`config.mk`:
```
export PLATFORM = sky130hd
export DESIGN_NAME = camera_video_port
export DESIGN_NICKNAME = d
export VERILOG_FILES = /design/src/rtl/camera_video_port.v /design/src/rtl/video_timing.v /design/src/rtl/two_wire_slave.v
export VERILOG_INCLUDE_DIRS = /design/src /design/src/shared
export SDC_FILE = /design/constraint.sdc
export NUM_CORES = 1
export LEC_CHECK = 0
export BUFFER_PORTS_ARGS = -buffer_cell sky130_fd_sc_hd__buf_2
export CAP_MARGIN = 20
export CORE_ASPECT_RATIO = 0.6
export CORE_UTILIZATION = 25
export CTS_CLUSTER_DIAMETER = 30
export DETAILED_ROUTE_END_ITERATION = 12
export GPL_TIMING_DRIVEN = 1
export PLACE_DENSITY = 0.43
export SYNTH_ARGS = -nofsm -noshare
export SYNTH_HDL_FRONTEND = slang
export SYNTH_SLANG_ARGS = --single-unit
```
`constraint.sdc`:
```
create_clock -name clk -period 14.5 [get_ports clk]
set_clock_uncertainty 0.2 [all_clocks]
set_input_delay 0.725 -clock clk [delete_from_list [all_inputs] [get_ports clk]]
set_output_delay 0.725 -clock clk [all_outputs]
set_load 0.03 [all_outputs]
```
`src/shared/camera_port_defines.vh`:
```
// Constants for the camera video port and register page logic.
// Assumes one 40 MHz core clock and a host that drives the serial bus slowly.
`ifndef CAMERA_PORT_DEFINES_VH
`define CAMERA_PORT_DEFINES_VH

// ****************************************
// Register offsets
// ****************************************
`define REG_CHIP_ID      8'h00
`define REG_PAGE         8'h01
`define REG_SNS_EXPO     8'h09
`define REG_PIPE_AECTL   8'h06
`define REG_PIPE_OUTCTL  8'h08
`define REG_PIPE_STATUS  8'h0f
`define REG_PIPE_TARGET  8'h2e

// ****************************************
// Page codes and reset values
// ****************************************
`define PAGE_SENSOR      16'h0004
`define PAGE_PIPE        16'h0001
`define PAGE_RST         16'h0004
`define EXPO_RST         16'h01f4
`define OUTCTL_RST       16'h0000
`define AECTL_RST        16'h0003
`define TARGET_RST       16'h0080

// ****************************************
// Field positions and encodings
// ****************************************
`define PCLK_INV_BIT     9
`define AE_EN_BIT        0
`define AFR_EN_BIT       1
`define FMT_YCBCR        3'h0
`define FMT_YUV          3'h1
`define FMT_RGB565       3'h2
`define FMT_RGB555       3'h3
`define FMT_RGB444       3'h4

// ****************************************
// Serial addresses (7-bit form of 0xB8 / 0x90)
// ****************************************
`define SADDR_HIGH       7'h5c
`define SADDR_LOW        7'h48

// ****************************************
// Timing figures
// ****************************************
`define MCLK_MAX_KHZ     27000
`define FPS_MAX          30
`define MCLK_DEF_KHZ     12000
`define FPS_DEF          15
`define CLK_KHZ          40000

`endif

```
`src/rtl/camera_video_port.v`:
```
// Camera video output port with paged register file behind a two-wire serial bus.
// Assumes pads resolve drive from the enables; rst is synchronous to clk, other pins except resetN are asynchronous.
`timescale 1ns/1ps
`include "camera_port_defines.vh"
module camera_video_port #(
	parameter ACT_WORDS   = 1280,
	parameter ACT_LINES   = 480,
	parameter LINE_TOTAL  = 1600,
	parameter FRAME_LINES = 500,
	parameter EXPO_MAX    = 16'h03ff,
	parameter EXTRA_STEP  = 16'h0020,
	parameter EXTRA_MAX   = 16'h01f4,
	parameter CHIP_ID     = 16'h5a01
) (
	// Clock and resets
	input  wire       clk,
	input  wire       rst,
	input  wire       resetN,
	// Control pins
	input  wire       standby,
	input  wire       outEnableN,
	input  wire       addrSelect,
	// Two-wire serial bus
	input  wire       sclIn,
	input  wire       sdaIn,
	output wire       sdaOut,
	output wire       sdaOe,
	// Video port
	output reg  [7:0] pixData,
	output reg        pixel_out_clock,
	output reg        lineValid,
	output reg        frameValid,
	output reg        videoOe
);
	// ****************************************
	// Frame rate figures
	// ****************************************
	localparam integer MAX_WORD_RATE_KHZ = `MCLK_MAX_KHZ;
	localparam integer DEF_FRAME_CLKS    = `MCLK_DEF_KHZ * 1000 / `FPS_DEF;
	localparam integer MAX_FRAME_CLKS    = `MCLK_MAX_KHZ * 1000 / `FPS_MAX;

	// ****************************************
	// Declarations
	// ****************************************
	reg  [4:0]  sync1_reg;
	reg  [4:0]  sync2_reg;
	reg         sdaOut_reg;
	reg         phase_reg;
	reg  [15:0] page_reg;
	reg  [15:0] expo_reg;
	reg  [15:0] outCtl_reg;
	reg  [15:0] aeCtl_reg;
	reg  [15:0] target_reg;
	reg  [15:0] frameCnt_reg;
	reg  [15:0] extra_reg;
	reg  [23:0] balance_reg;
	reg  [15:0] rdData;
	wire        sclSync;
	wire        sdaSync;
	wire        sleepSync;
	wire        oeNSync;
	wire        addrSelSync;
	wire [6:0]  devAddr;
	wire [7:0]  regAddr;
	wire        wrStb;
	wire [15:0] wrData;
	wire        slaveOe;
	wire        running;
	wire        tick;
	wire [15:0] wordCol;
	wire [15:0] row;
	wire        lineAct;
	wire        frameAct;
	wire        frameDone;
	wire [7:0]  luma;
	wire        onSensor;
	wire        onPipe;
	wire        hostExpoWr;

	// ****************************************
	// Pin synchronisers
	// ****************************************
	always @(posedge clk or negedge resetN) begin
		if (!resetN) begin
			sync1_reg <= 5'h1b;
			sync2_reg <= 5'h1b;
		end else begin
			sync1_reg <= {addrSelect, outEnableN, standby, sdaIn, sclIn};
			sync2_reg <= sync1_reg;
		end
	end

	assign sclSync     = sync2_reg[0];
	assign sdaSync     = sync2_reg[1];
	assign sleepSync   = sync2_reg[2];
	assign oeNSync     = sync2_reg[3];
	assign addrSelSync = sync2_reg[4];
	assign devAddr     = addrSelSync ? `SADDR_HIGH : `SADDR_LOW;

	// ****************************************
	// Serial slave
	// ****************************************
	two_wire_slave slave (
		.clk     (clk),
		.rst     (rst),
		.resetN  (resetN),
		.scl     (sclSync),
		.sda     (sdaSync),
		.sdaOe   (slaveOe),
		.devAddr (devAddr),
		.rdData  (rdData),
		.regAddr (regAddr),
		.wrStb   (wrStb),
		.wrData  (wrData)
	);

	// Open drain: the pad only ever pulls low
	always @(posedge clk or negedge resetN) begin
		if (!resetN) begin
			sdaOut_reg <= 1'b0;
		end else begin
			sdaOut_reg <= 1'b0;
		end
	end

	assign sdaOut = sdaOut_reg;
	assign sdaOe  = slaveOe;

	// ****************************************
	// Page decode
	// ****************************************
	assign onSensor   = (page_reg == `PAGE_SENSOR);
	assign onPipe     = (page_reg == `PAGE_PIPE);
	assign hostExpoWr = wrStb && onSensor && (regAddr == `REG_SNS_EXPO);

	// Read mux follows the page in force now, so a finished page write counts at once
	always @* begin
		rdData = 16'h0000;
		if (regAddr == `REG_PAGE) begin
			rdData = page_reg;
		end else if (regAddr == `REG_CHIP_ID) begin
			rdData = CHIP_ID;
		end else if (onSensor) begin
			if (regAddr == `REG_SNS_EXPO) begin
				rdData = expo_reg;
			end
		end else if (onPipe) begin
			case (regAddr)
				`REG_PIPE_OUTCTL: rdData = outCtl_reg;
				`REG_PIPE_AECTL:  rdData = aeCtl_reg;
				`REG_PIPE_TARGET: rdData = target_reg;
				`REG_PIPE_STATUS: rdData = frameCnt_reg;
				default:          rdData = 16'h0000;
			endcase
		end
	end

	// ****************************************
	// Register file and auto exposure
	// ****************************************
	always @(posedge clk or negedge resetN) begin
		if (!resetN) begin
			page_reg     <= `PAGE_RST;
			expo_reg     <= `EXPO_RST;
			outCtl_reg   <= `OUTCTL_RST;
			aeCtl_reg    <= `AECTL_RST;
			target_reg   <= `TARGET_RST;
			frameCnt_reg <= 16'h0000;
			extra_reg    <= 16'h0000;
			balance_reg  <= 24'h000000;
		end else if (rst) begin
			page_reg     <= `PAGE_RST;
			expo_reg     <= `EXPO_RST;
			outCtl_reg   <= `OUTCTL_RST;
			aeCtl_reg    <= `AECTL_RST;
			target_reg   <= `TARGET_RST;
			frameCnt_reg <= 16'h0000;
			extra_reg    <= 16'h0000;
			balance_reg  <= 24'h000000;
		end else begin
			if (wrStb && regAddr == `REG_PAGE) begin
				page_reg <= wrData;
			end
			if (wrStb && onPipe) begin
				case (regAddr)
					`REG_PIPE_OUTCTL: outCtl_reg <= wrData;
					`REG_PIPE_AECTL:  aeCtl_reg  <= wrData;
					`REG_PIPE_TARGET: target_reg <= wrData;
					default:          outCtl_reg <= outCtl_reg;
				endcase
			end
			// Brightness balance: above target counts up, below counts down
			if (tick && lineAct && wordCol[0]) begin
				if (luma > target_reg[7:0]) begin
					balance_reg <= balance_reg + 24'h000001;
				end else if (luma < target_reg[7:0]) begin
					balance_reg <= balance_reg - 24'h000001;
				end
			end
			// Host write wins over the once-per-frame automatic step
			if (hostExpoWr) begin
				expo_reg <= wrData;
			end else if (frameDone && aeCtl_reg[`AE_EN_BIT]) begin
				if (!balance_reg[23] && balance_reg != 24'h000000 && expo_reg > 16'h0001) begin
					expo_reg <= expo_reg - 16'h0001;
				end else if (balance_reg[23] && expo_reg < EXPO_MAX) begin
					expo_reg <= expo_reg + 16'h0001;
				end
			end
			if (frameDone) begin
				balance_reg  <= 24'h000000;
				frameCnt_reg <= frameCnt_reg + 16'h0001;
				// Long exposure at the limit needs a longer frame
				if (aeCtl_reg[`AFR_EN_BIT] && expo_reg >= EXPO_MAX && extra_reg < EXTRA_MAX) begin
					extra_reg <= extra_reg + EXTRA_STEP;
				end else if (expo_reg < (EXPO_MAX >> 1) && extra_reg >= EXTRA_STEP) begin
					extra_reg <= extra_reg - EXTRA_STEP;
				end
			end
		end
	end

	// ****************************************
	// Raster timing
	// ****************************************
	assign running = !sleepSync;
	assign tick    = running && phase_reg;

	video_timing #(
		.ACT_WORDS   (ACT_WORDS),
		.ACT_LINES   (ACT_LINES),
		.LINE_TOTAL  (LINE_TOTAL),
		.FRAME_LINES (FRAME_LINES)
	) timing (
		.clk        (clk),
		.rst        (rst),
		.resetN     (resetN),
		.tick       (tick),
		.run        (running),
		.extraLines (extra_reg),
		.wordCol    (wordCol),
		.row        (row),
		.lineAct    (lineAct),
		.frameAct   (frameAct),
		.frameDone  (frameDone)
	);

	// ****************************************
	// Formatter
	// ****************************************
	// Synthetic scene scaled by exposure, saturating at full scale
	function [7:0] scaleLuma;
		input [7:0]  base;
		input [15:0] expo;
		reg   [23:0] prod;
		begin
			prod = base * expo;
			scaleLuma = (prod[23:14] != 10'h000) ? 8'hff : prod[13:6];
		end
	endfunction

	function [7:0] formatWord;
		input [2:0] fmt;
		input [1:0] pos;
		input [7:0] y;
		reg   [7:0] b;
		begin
			b = ~y;
			case (fmt)
				`FMT_YCBCR:  formatWord = pos[0] ? y : (pos[1] ? {1'b1, y[7:1]} : 8'h80);
				`FMT_YUV:    formatWord = pos[0] ? y : (pos[1] ? {1'b0, y[7:1]} : 8'h00);
				`FMT_RGB565: formatWord = pos[0] ? {y[4:2], b[7:3]} : {y[7:3], y[7:5]};
				`FMT_RGB555: formatWord = pos[0] ? {y[5:3], b[7:3]} : {1'b0, y[7:3], y[7:6]};
				`FMT_RGB444: formatWord = pos[0] ? {y[7:4], b[7:4]} : {4'h0, y[7:4]};
				default:     formatWord = y;
			endcase
		end
	endfunction

	assign luma = scaleLuma(wordCol[8:1] + row[7:0], expo_reg);

	// ****************************************
	// Output pads
	// ****************************************
	// Data moves as the non-inverted clock falls, so it is steady at the rise
	always @(posedge clk or negedge resetN) begin
		if (!resetN) begin
			phase_reg       <= 1'b0;
			pixel_out_clock <= 1'b0;
			pixData         <= 8'h00;
			lineValid       <= 1'b0;
			frameValid      <= 1'b0;
			videoOe         <= 1'b0;
		end else if (rst) begin
			phase_reg       <= 1'b0;
			pixel_out_clock <= 1'b0;
			pixData         <= 8'h00;
			lineValid       <= 1'b0;
			frameValid      <= 1'b0;
			videoOe         <= 1'b0;
		end else begin
			videoOe <= !oeNSync;
			if (!running) begin
				// Clock parked and qualifiers low while asleep
				phase_reg       <= 1'b0;
				pixel_out_clock <= outCtl_reg[`PCLK_INV_BIT];
				lineValid       <= 1'b0;
				frameValid      <= 1'b0;
				pixData         <= 8'h00;
			end else begin
				phase_reg       <= !phase_reg;
				pixel_out_clock <= !phase_reg ^ outCtl_reg[`PCLK_INV_BIT];
				if (tick) begin
					pixData    <= lineAct ? formatWord(outCtl_reg[2:0], wordCol[1:0], luma) : 8'h00;
					lineValid  <= lineAct;
					frameValid <= frameAct;
				end
			end
		end
	end
endmodule

```
`src/rtl/video_timing.v`:
```
// Raster counters for the video port: word and line position plus qualifiers.
// Assumes tick is a one-cycle pulse, one per pixel clock period.
`timescale 1ns/1ps
module video_timing #(
	parameter ACT_WORDS   = 1280,
	parameter ACT_LINES   = 480,
	parameter LINE_TOTAL  = 1600,
	parameter FRAME_LINES = 500
) (
	// Clock and resets
	input  wire        clk,
	input  wire        rst,
	input  wire        resetN,
	// Control
	input  wire        tick,
	input  wire        run,
	input  wire [15:0] extraLines,
	// Position and qualifiers
	output wire [15:0] wordCol,
	output wire [15:0] row,
	output wire        lineAct,
	output wire        frameAct,
	output wire        frameDone
);
	reg  [15:0] hCnt_reg;
	reg  [15:0] vCnt_reg;
	wire        lineEnd;
	wire [15:0] lastLine;

	assign lastLine  = FRAME_LINES[15:0] + extraLines - 16'h0001;
	assign lineEnd   = tick && (hCnt_reg == LINE_TOTAL[15:0] - 16'h0001);
	assign frameDone = lineEnd && (vCnt_reg >= lastLine);
	assign wordCol   = hCnt_reg;
	assign row       = vCnt_reg;
	assign frameAct  = run && (vCnt_reg < ACT_LINES[15:0]);
	assign lineAct   = frameAct && (hCnt_reg < ACT_WORDS[15:0]);

	// Extra blank lines stretch the frame, lowering the frame rate
	always @(posedge clk or negedge resetN) begin
		if (!resetN) begin
			hCnt_reg <= 16'h0000;
			vCnt_reg <= 16'h0000;
		end else if (rst || !run) begin
			hCnt_reg <= 16'h0000;
			vCnt_reg <= 16'h0000;
		end else if (frameDone) begin
			hCnt_reg <= 16'h0000;
			vCnt_reg <= 16'h0000;
		end else if (lineEnd) begin
			hCnt_reg <= 16'h0000;
			vCnt_reg <= vCnt_reg + 16'h0001;
		end else if (tick) begin
			hCnt_reg <= hCnt_reg + 16'h0001;
		end
	end
endmodule

```
`src/rtl/two_wire_slave.v`:
```
// Two-wire serial slave with 8-bit register index and 16-bit data, high byte first.
// Assumes scl and sda are already synchronised to clk; sda is open drain.
`timescale 1ns/1ps
module two_wire_slave (
	// Clock and resets
	input  wire        clk,
	input  wire        rst,
	input  wire        resetN,
	// Bus lines, synchronised
	input  wire        scl,
	input  wire        sda,
	output reg         sdaOe,
	// Register side
	input  wire [6:0]  devAddr,
	input  wire [15:0] rdData,
	output reg  [7:0]  regAddr,
	output reg         wrStb,
	output reg  [15:0] wrData
);
	localparam ST_IDLE = 5'h01;
	localparam ST_DEV  = 5'h02;
	localparam ST_REG  = 5'h04;
	localparam ST_WR   = 5'h08;
	localparam ST_RD   = 5'h10;

	reg  [4:0] state_reg;
	reg  [3:0] bitCnt_reg;
	reg  [7:0] shift_reg;
	reg  [7:0] rdShift_reg;
	reg  [7:0] dataHi_reg;
	reg        ackPh_reg;
	reg        byteHi_reg;
	reg        nack_reg;
	reg        sclPrev_reg;
	reg        sdaPrev_reg;
	wire       sclRise;
	wire       sclFall;
	wire       startCond;
	wire       stopCond;
	wire [7:0] sendByte;

	assign sclRise   = scl && !sclPrev_reg;
	assign sclFall   = !scl && sclPrev_reg;
	assign startCond = scl && sclPrev_reg && sdaPrev_reg && !sda;
	assign stopCond  = scl && sclPrev_reg && !sdaPrev_reg && sda;
	assign sendByte  = byteHi_reg ? rdData[15:8] : rdData[7:0];

	always @(posedge clk or negedge resetN) begin
		if (!resetN) begin
			state_reg   <= ST_IDLE;
			bitCnt_reg  <= 4'h0;
			shift_reg   <= 8'h00;
			rdShift_reg <= 8'h00;
			dataHi_reg  <= 8'h00;
			ackPh_reg   <= 1'b0;
			byteHi_reg  <= 1'b1;
			nack_reg    <= 1'b0;
			sclPrev_reg <= 1'b1;
			sdaPrev_reg <= 1'b1;
			sdaOe       <= 1'b0;
			regAddr     <= 8'h00;
			wrStb       <= 1'b0;
			wrData      <= 16'h0000;
		end else if (rst) begin
			state_reg   <= ST_IDLE;
			bitCnt_reg  <= 4'h0;
			ackPh_reg   <= 1'b0;
			byteHi_reg  <= 1'b1;
			sclPrev_reg <= 1'b1;
			sdaPrev_reg <= 1'b1;
			sdaOe       <= 1'b0;
			regAddr     <= 8'h00;
			wrStb       <= 1'b0;
		end else begin
			sclPrev_reg <= scl;
			sdaPrev_reg <= sda;
			wrStb       <= 1'b0;
			// Index steps a cycle after the strobe, so the word lands at the old index
			if (wrStb) begin
				regAddr <= regAddr + 8'h01;
			end
			if (startCond) begin
				state_reg  <= ST_DEV;
				bitCnt_reg <= 4'h0;
				ackPh_reg  <= 1'b0;
				sdaOe      <= 1'b0;
			end else if (stopCond) begin
				state_reg <= ST_IDLE;
				sdaOe     <= 1'b0;
			end else if (sclRise && state_reg != ST_IDLE) begin
				if (ackPh_reg) begin
					nack_reg <= sda;
				end else begin
					shift_reg  <= {shift_reg[6:0], sda};
					bitCnt_reg <= bitCnt_reg + 4'h1;
				end
			end else if (sclFall && state_reg != ST_IDLE) begin
				if (ackPh_reg) begin
					ackPh_reg  <= 1'b0;
					bitCnt_reg <= 4'h0;
					if (state_reg == ST_RD) begin
						if (nack_reg) begin
							state_reg <= ST_IDLE;
							sdaOe     <= 1'b0;
						end else begin
							sdaOe       <= !sendByte[7];
							rdShift_reg <= {sendByte[6:0], 1'b0};
						end
					end else begin
						sdaOe <= 1'b0;
					end
				end else if (bitCnt_reg == 4'h8) begin
					ackPh_reg <= 1'b1;
					case (state_reg)
						ST_DEV: begin
							if (shift_reg[7:1] == devAddr) begin
								sdaOe      <= 1'b1;
								nack_reg   <= 1'b0;
								byteHi_reg <= 1'b1;
								state_reg  <= shift_reg[0] ? ST_RD : ST_REG;
							end else begin
								state_reg <= ST_IDLE;
							end
						end
						ST_REG: begin
							sdaOe      <= 1'b1;
							regAddr    <= shift_reg;
							byteHi_reg <= 1'b1;
							state_reg  <= ST_WR;
						end
						ST_WR: begin
							sdaOe      <= 1'b1;
							byteHi_reg <= !byteHi_reg;
							if (byteHi_reg) begin
								dataHi_reg <= shift_reg;
							end else begin
								wrStb   <= 1'b1;
								wrData  <= {dataHi_reg, shift_reg};
							end
						end
						ST_RD: begin
							sdaOe      <= 1'b0;
							byteHi_reg <= !byteHi_reg;
							if (!byteHi_reg) begin
								regAddr <= regAddr + 8'h01;
							end
						end
						default: begin
							state_reg <= ST_IDLE;
						end
					endcase
				end else if (state_reg == ST_RD) begin
					sdaOe       <= !rdShift_reg[7];
					rdShift_reg <= {rdShift_reg[6:0], 1'b0};
				end
			end
		end
	end
endmodule

```
# Word level (Yosys, flattened, before mapping)
# Cells that the tools add are included.
# word_totals
ff_bits	255
output_inout_bits	14
wordCells	337
# op_classes
n_eq_ne	37
n_lt_le_gt_ge	11
n_reduce_logical	89
n_addsub	14
n_mul	1
bitwise_logic	8
muxes	145
# ops
op	n
2-to-1 mux 16 bit	34
2-to-1 mux 8 bit	25
2-to-1 mux 24 bit	5
adder 16 x 1 -> 16 bit, second input constant	4
case mux 16 bit (4 select lines)	1
2-to-1 mux 5 bit	12
2-to-1 mux 1 bit	54
less-than comparator 16 x 9 -> 1 bit, second input constant	3
case mux 8 bit (5 select lines)	1
subtractor 16 x 1 -> 16 bit, second input constant	2
2-to-1 mux 4 bit	7
nonzero test 4 bit	7
logical AND 1 bit	27
AND reduction 9 bit	3
adder 24 x 1 -> 24 bit, second input constant	1
== test 8 x 4 -> 1 bit, second input constant	3
multiplier 8 x 16 -> 24 bit	1
nonzero test 2 bit	12
nonzero test 24 bit	1
subtractor 24 x 1 -> 24 bit, second input constant	1
nonzero test 3 bit	6
adder 16 x 6 -> 16 bit, second input constant	1
adder 9 x 16 -> 16 bit, first input constant	1
== test 16 x 1 -> 1 bit, second input constant	1
other kinds (56)	92

# Longest topological paths before layout
# depth
word_depth	16
ltp_mapped	48
ltp_nobuf	46

# Hierarchy
# Synthesis repeated with hierarchy kept, for this count alone.
# unflattened
hier_cells	2156
area_unflattened_um2	19695.1
# modules_own_cells
module	area_each_um2	cells_per_inst	n_inst
camera_video_port	13773.2	1551	1
two_wire_slave	3480.8	336	1
video_timing	2441.1	269	1

# Least setup slack after synthesis
# No wires, ideal clock.
# synth_path
path_kind	reg-to-reg
from	reg timing.vCnt_reg[0], in the netlist timing.row[0]
to	reg balance_reg[23]
period_less_slack_ns	11.708
setup_slack_ns	2.792
n_path_buf	1
stages_incl_launch_ff	40
required_time_ns	14.172
arrival_ns	11.380
path_cell_list	dfrtp_1 > ha_1 > fa_1 > a21o_1 > a21oi_1 > o21bai_1 > a21oi_1 > xnor2_1 > clkbuf_1 > and2_1 > fa_1 > fa_1 > fa_1 > inv_1 > fa_1 > inv_1 > ha_1 > a21oi_1 > [4 not listed] > a221oi_1 > o2111ai_1 > nor2_1 > nand2_1 > ha_1 > nand4_1 > o21ai_0 > ha_1 > a211oi_1 > o21ai_1 > a41oi_1 > o21ai_1 > a21oi_1 > o21ai_1 > a21bo_1 > a41oi_1 > mux2i_1 > mux2_1
# synth_between
elab_chain_cells	9
# synth_rtl
element	line	text
from (decl)	video_timing.v:26	reg [15:0] vCnt_reg;
from (signal assigned)	video_timing.v:51	vCnt_reg <= vCnt_reg + 16'h0001;
adder 8 bit	camera_video_port.v:280	assign luma = scaleLuma(wordCol[8:1] + row[7:0], expo_reg);
multiplier 8 x 16 -> 24 bit	camera_video_port.v:257	prod = base * expo;
nonzero test 10 bit	camera_video_port.v:258	scaleLuma = (prod[23:14] != 10'h000) ? 8'hff : prod[13:6];
2-to-1 mux 8 bit	camera_video_port.v:258	
greater-than comparator 8 bit	camera_video_port.v:194	if (luma > target_reg[7:0]) begin
2-to-1 mux 24 bit	camera_video_port.v:194	
2-to-1 mux 24 bit	camera_video_port.v:193	if (tick && lineAct && wordCol[0]) begin
2-to-1 mux 24 bit	camera_video_port.v:210	if (frameDone) begin
2-to-1 mux 24 bit	camera_video_port.v:171	end else if (rst) begin
to (signal assigned)	camera_video_port.v:195	balance_reg <= balance_reg + 24'h000001;
to (signal assigned)	camera_video_port.v:197	balance_reg <= balance_reg - 24'h000001;
to (decl)	camera_video_port.v:56	reg [23:0] balance_reg;
# Several ways; a longest one is shown, not always the timed one. The select of a mux whose other input is x is not followed.
# A chain may end at the register's enable or synchronous reset.

# Final worst setup path
# Ends and elaborated chain as after synthesis.

==> flow_summary_export.csv <==
group,metric,value,unit
run_status,status,"finished, violations left",
run_status,violations,"negative hold slack",
setup_path,critPathMaxFanout,28,
global_route,antenna_found_initial,1,
sta,slew_headroom,21.1,%
placed_design,routabilityCongestion,0.840,
sta,period_needed,11.69,ns
finish,diodes,0,
yosys,netlist_area,19400,µm²
die,dieArea,78700,µm²
global_route,grt_overflow,0,
sta,setup_viol,0,
yosys,ys_ff_latch,249,
clock_tree,clk_pin_slew_worst_paths,0.04,ns
setup_path,crit_type,"register to register",
yosys,yosys.area.top_type,"dfrtp_1",
setup_path,ff2ff_path_depth,43,
pwr,powerDensity,102,nW/µm²
yosys,syn_nets,2390,
finish,finalNonFillerCells,3232,
detailed_routing,detail-route-antenna-nets,0,
die,die_y,218,µm
die,coreArea,76100,µm²
global_route,grt_pass1_wl,98400,µm
placed_design,placedCellCount,3102,
detailed_routing,first_pass_iters,8,
clock_tree,clock-sinks,249,
sta,rsz0062_at_grt,"false",
finish,area_growth,18.5,%
sta,min_period_over_period,80.6,%
clock_tree,clk_path_buf_depth,3,
yosys,synth_edf_count,0,
setup_path,crit_path_start_kind,"register",
yosys,ys_seq_area_share,32.3,%
finish,largest_register_ffs,24,
sta,worstMarginPinSlew,1.18,ns
finish,fillers,7942,
yosys,synth_area_leaders,"dfrtp_1, fa_1, ha_1",
global_route,grt_max_degree,122,
die,die_x,361,µm
yosys,async_reset_ff_share,100,%
setup_path,cp.arrival,11.96,ns
yosys,yosysWarnings,0,
clock_tree,cts_resized,0,
yosys,synth_ff_type,"dfrtp_1",
yosys,netlist_instances,2176,
clock_tree,cts-root-buf,"clkbuf_16",
global_route,grt_pass1_vias,16100,
finish,drive_gt1_share,9.45,%
min_path,hold_class,"input pin to asynchronous set/reset pin",
detailed_routing,drt_wl_total,63200,µm
sta,timing.fmax,85.5,MHz
sta,finalHoldViolations,13,
setup_path,cp-end-kind,"register",
clock_tree,cts_tree,"built",
yosys,synth_top_area_share,29.3,%
detailed_routing,drt-wirelength-per-cell,19.6,µm
finish,seqCellArea,6260,µm²
setup_path,cp_slowest_cell,"fa_1",
detailed_routing,via_count,16300,
clock_tree,clk-insertion-delay-late,0.60,ns
setup_path,critPathMaxStageDelay,0.55,ns
die,ios,22,
sta,maxSlewViolCount,0,
placed_design,numPortBuffers,20,
sta,hold_ws,-0.0588,ns
setup_path,reg2reg_from,"timing.row[0]",
placed_design,dp.final_hpwl,45900,µm
finish,multiInputGateArea,12100,µm²
yosys,ys_types,84,
pwr,ir_drop,0.0000631,V
die,start_util,25.5,%
sta,fin_tns_setup,0,ns
clock_tree,h-tree-depth,3,
setup_path,r2r_slack,2.81,ns
setup_path,path_common_cell,"a21oi_1",
job,cap_viol_max_count,0,
die,rows,78,
detailed_routing,vias_per_cell,5.04,
detailed_routing,drc,0,
yosys,synth.avg_cell_area,8.91,µm²
finish,layout.nets,2394,
clock_tree,cts_setup_buffers,0,
global_route,track_usage,16.2,%
clock_tree,cts_buffers,67,
detailed_routing,drtIter0Drc,1406,
setup_path,reg2reg_to,"balance_reg[23]",
pwr,static-leakage-power,10.7,nW
setup_path,required,14.77,ns
## cells by family after synthesis
group           share of synthesized area, %
mux                                     6.13
flops                                   32.3
buf+inv                                 5.24
fa+ha+maj                               16.6
other cells                           0.0193
xor+xnor                                4.88
compound gates                          14.0
simple gates                            20.9
## cell usage in the layout (no fill, tap or decap), drive strengths merged, types with 67 or more instances in the layout
cell    Yosys  final
ha        121    121
o21ai      88     88
clkbuf    105     82
nand2     238    238
dfrtp     227    227
nor2      207    207
fa         85     85
and2       94     94
mux2i      67     67
a21oi     122    122
inv       148    153
## worst max-delay path, delay by kind of cell, from the launching register on
kind                       cells  cell delay, ns
DFF                            1            0.44
adders and majority gates      9            3.79
muxes                          2            0.57
AOI/OAI and AO/OA             23            4.62
and+or+nand+nor                4            1.10
xor gates and xnor gates       1            0.14
buffers and inverters          4            0.70
## routing by layer
layer / vias to the layer above / share of wire, % / global-route usage, %
li1: 7613 / - / -
met1: 8044 / 54 / 26.3
met2: 543 / 35 / 19.1
met3: 78 / 9.7 / 5.40
met4: 0 / 1.7 / 4.31
met5: - / 0 / 0
## how the worst max path moves through the flow
stage | cells past startpoint | startpoint | slack (ns) | to
after global placement | 43 | timing.row[0] | 3.05 | balance_reg[23]
after detailed placement | 43 | timing.row[0] | 2.79 | balance_reg[23]
after floorplan | 39 | timing.row[0] | 2.79 | balance_reg[23]
after CTS | 43 | timing.row[0] | 2.75 | balance_reg[23]
after global routing | 44 | timing.row[1] | 1.86 | balance_reg[23]
final | 43 | timing.row[0] | 2.81 | balance_reg[23]
## Yosys cell counts, types with 29 or more instances
master,number
dfrtp_1,227
mux2_1,42
nor3_1,29
a211oi_1,29
nor4_1,33
nand3_1,41
o21ai_1,43
o21ai_0,45
xnor2_1,57
nand2_1,238
inv_1,146
nor2_1,207
ha_1,121
xor2_1,51
clkbuf_1,105
a21oi_1,122
and3_1,36
nand4_1,34
fa_1,85
and2_1,94
mux2i_1,67
## power breakdown
part,switching (W),total (W),internal (W)
Combinational,0.0000514,0.0000693,0.0000179
Clock,0.000474,0.00155,0.00108
Sequential,0.0000182,0.000725,0.000707
Total,0.000544,0.00235,0.00180
## through the flow
stage | hold WS [ns] | utilization, % | setup slack [ns] | area [µm²] | total power [W]
floorplan | 0.131 | - | 2.79 | 19400 | 0.000763
global placement | 0.133 | 26.9 | 3.05 | 20500 | 0.000803
detailed placement | 0.150 | 26.9 | 2.79 | 20500 | 0.000804
CTS | 0.0522 | 30.1 | 2.75 | 22900 | 0.00239
global route | 0.0467 | 30.2 | 1.86 | 23000 | 0.00243
finish | -0.0588 | 30.2 | 2.81 | 23000 | 0.00235
## cell type report
| type | count | area share, % |
|---|---|---|
| multi-input cells | 1663 | 52.9 |
| clock inverters | 39 | 2.22 |
| inverters | 148 | 2.42 |
| flip-flops and latches | 249 | 27.3 |
| clock buffers | 82 | 8.04 |
| repair buffers | 51 | 1.71 |
| well taps | 1000 | 5.45 |
## repair_timing
action / CTS / global route
endpoints found under the hold margin: 5 / 0
hold buffers: 5 / 0
endpoints found under the setup margin: 0 / 0
No activity file was read; power rests on OpenSTA's default activity.
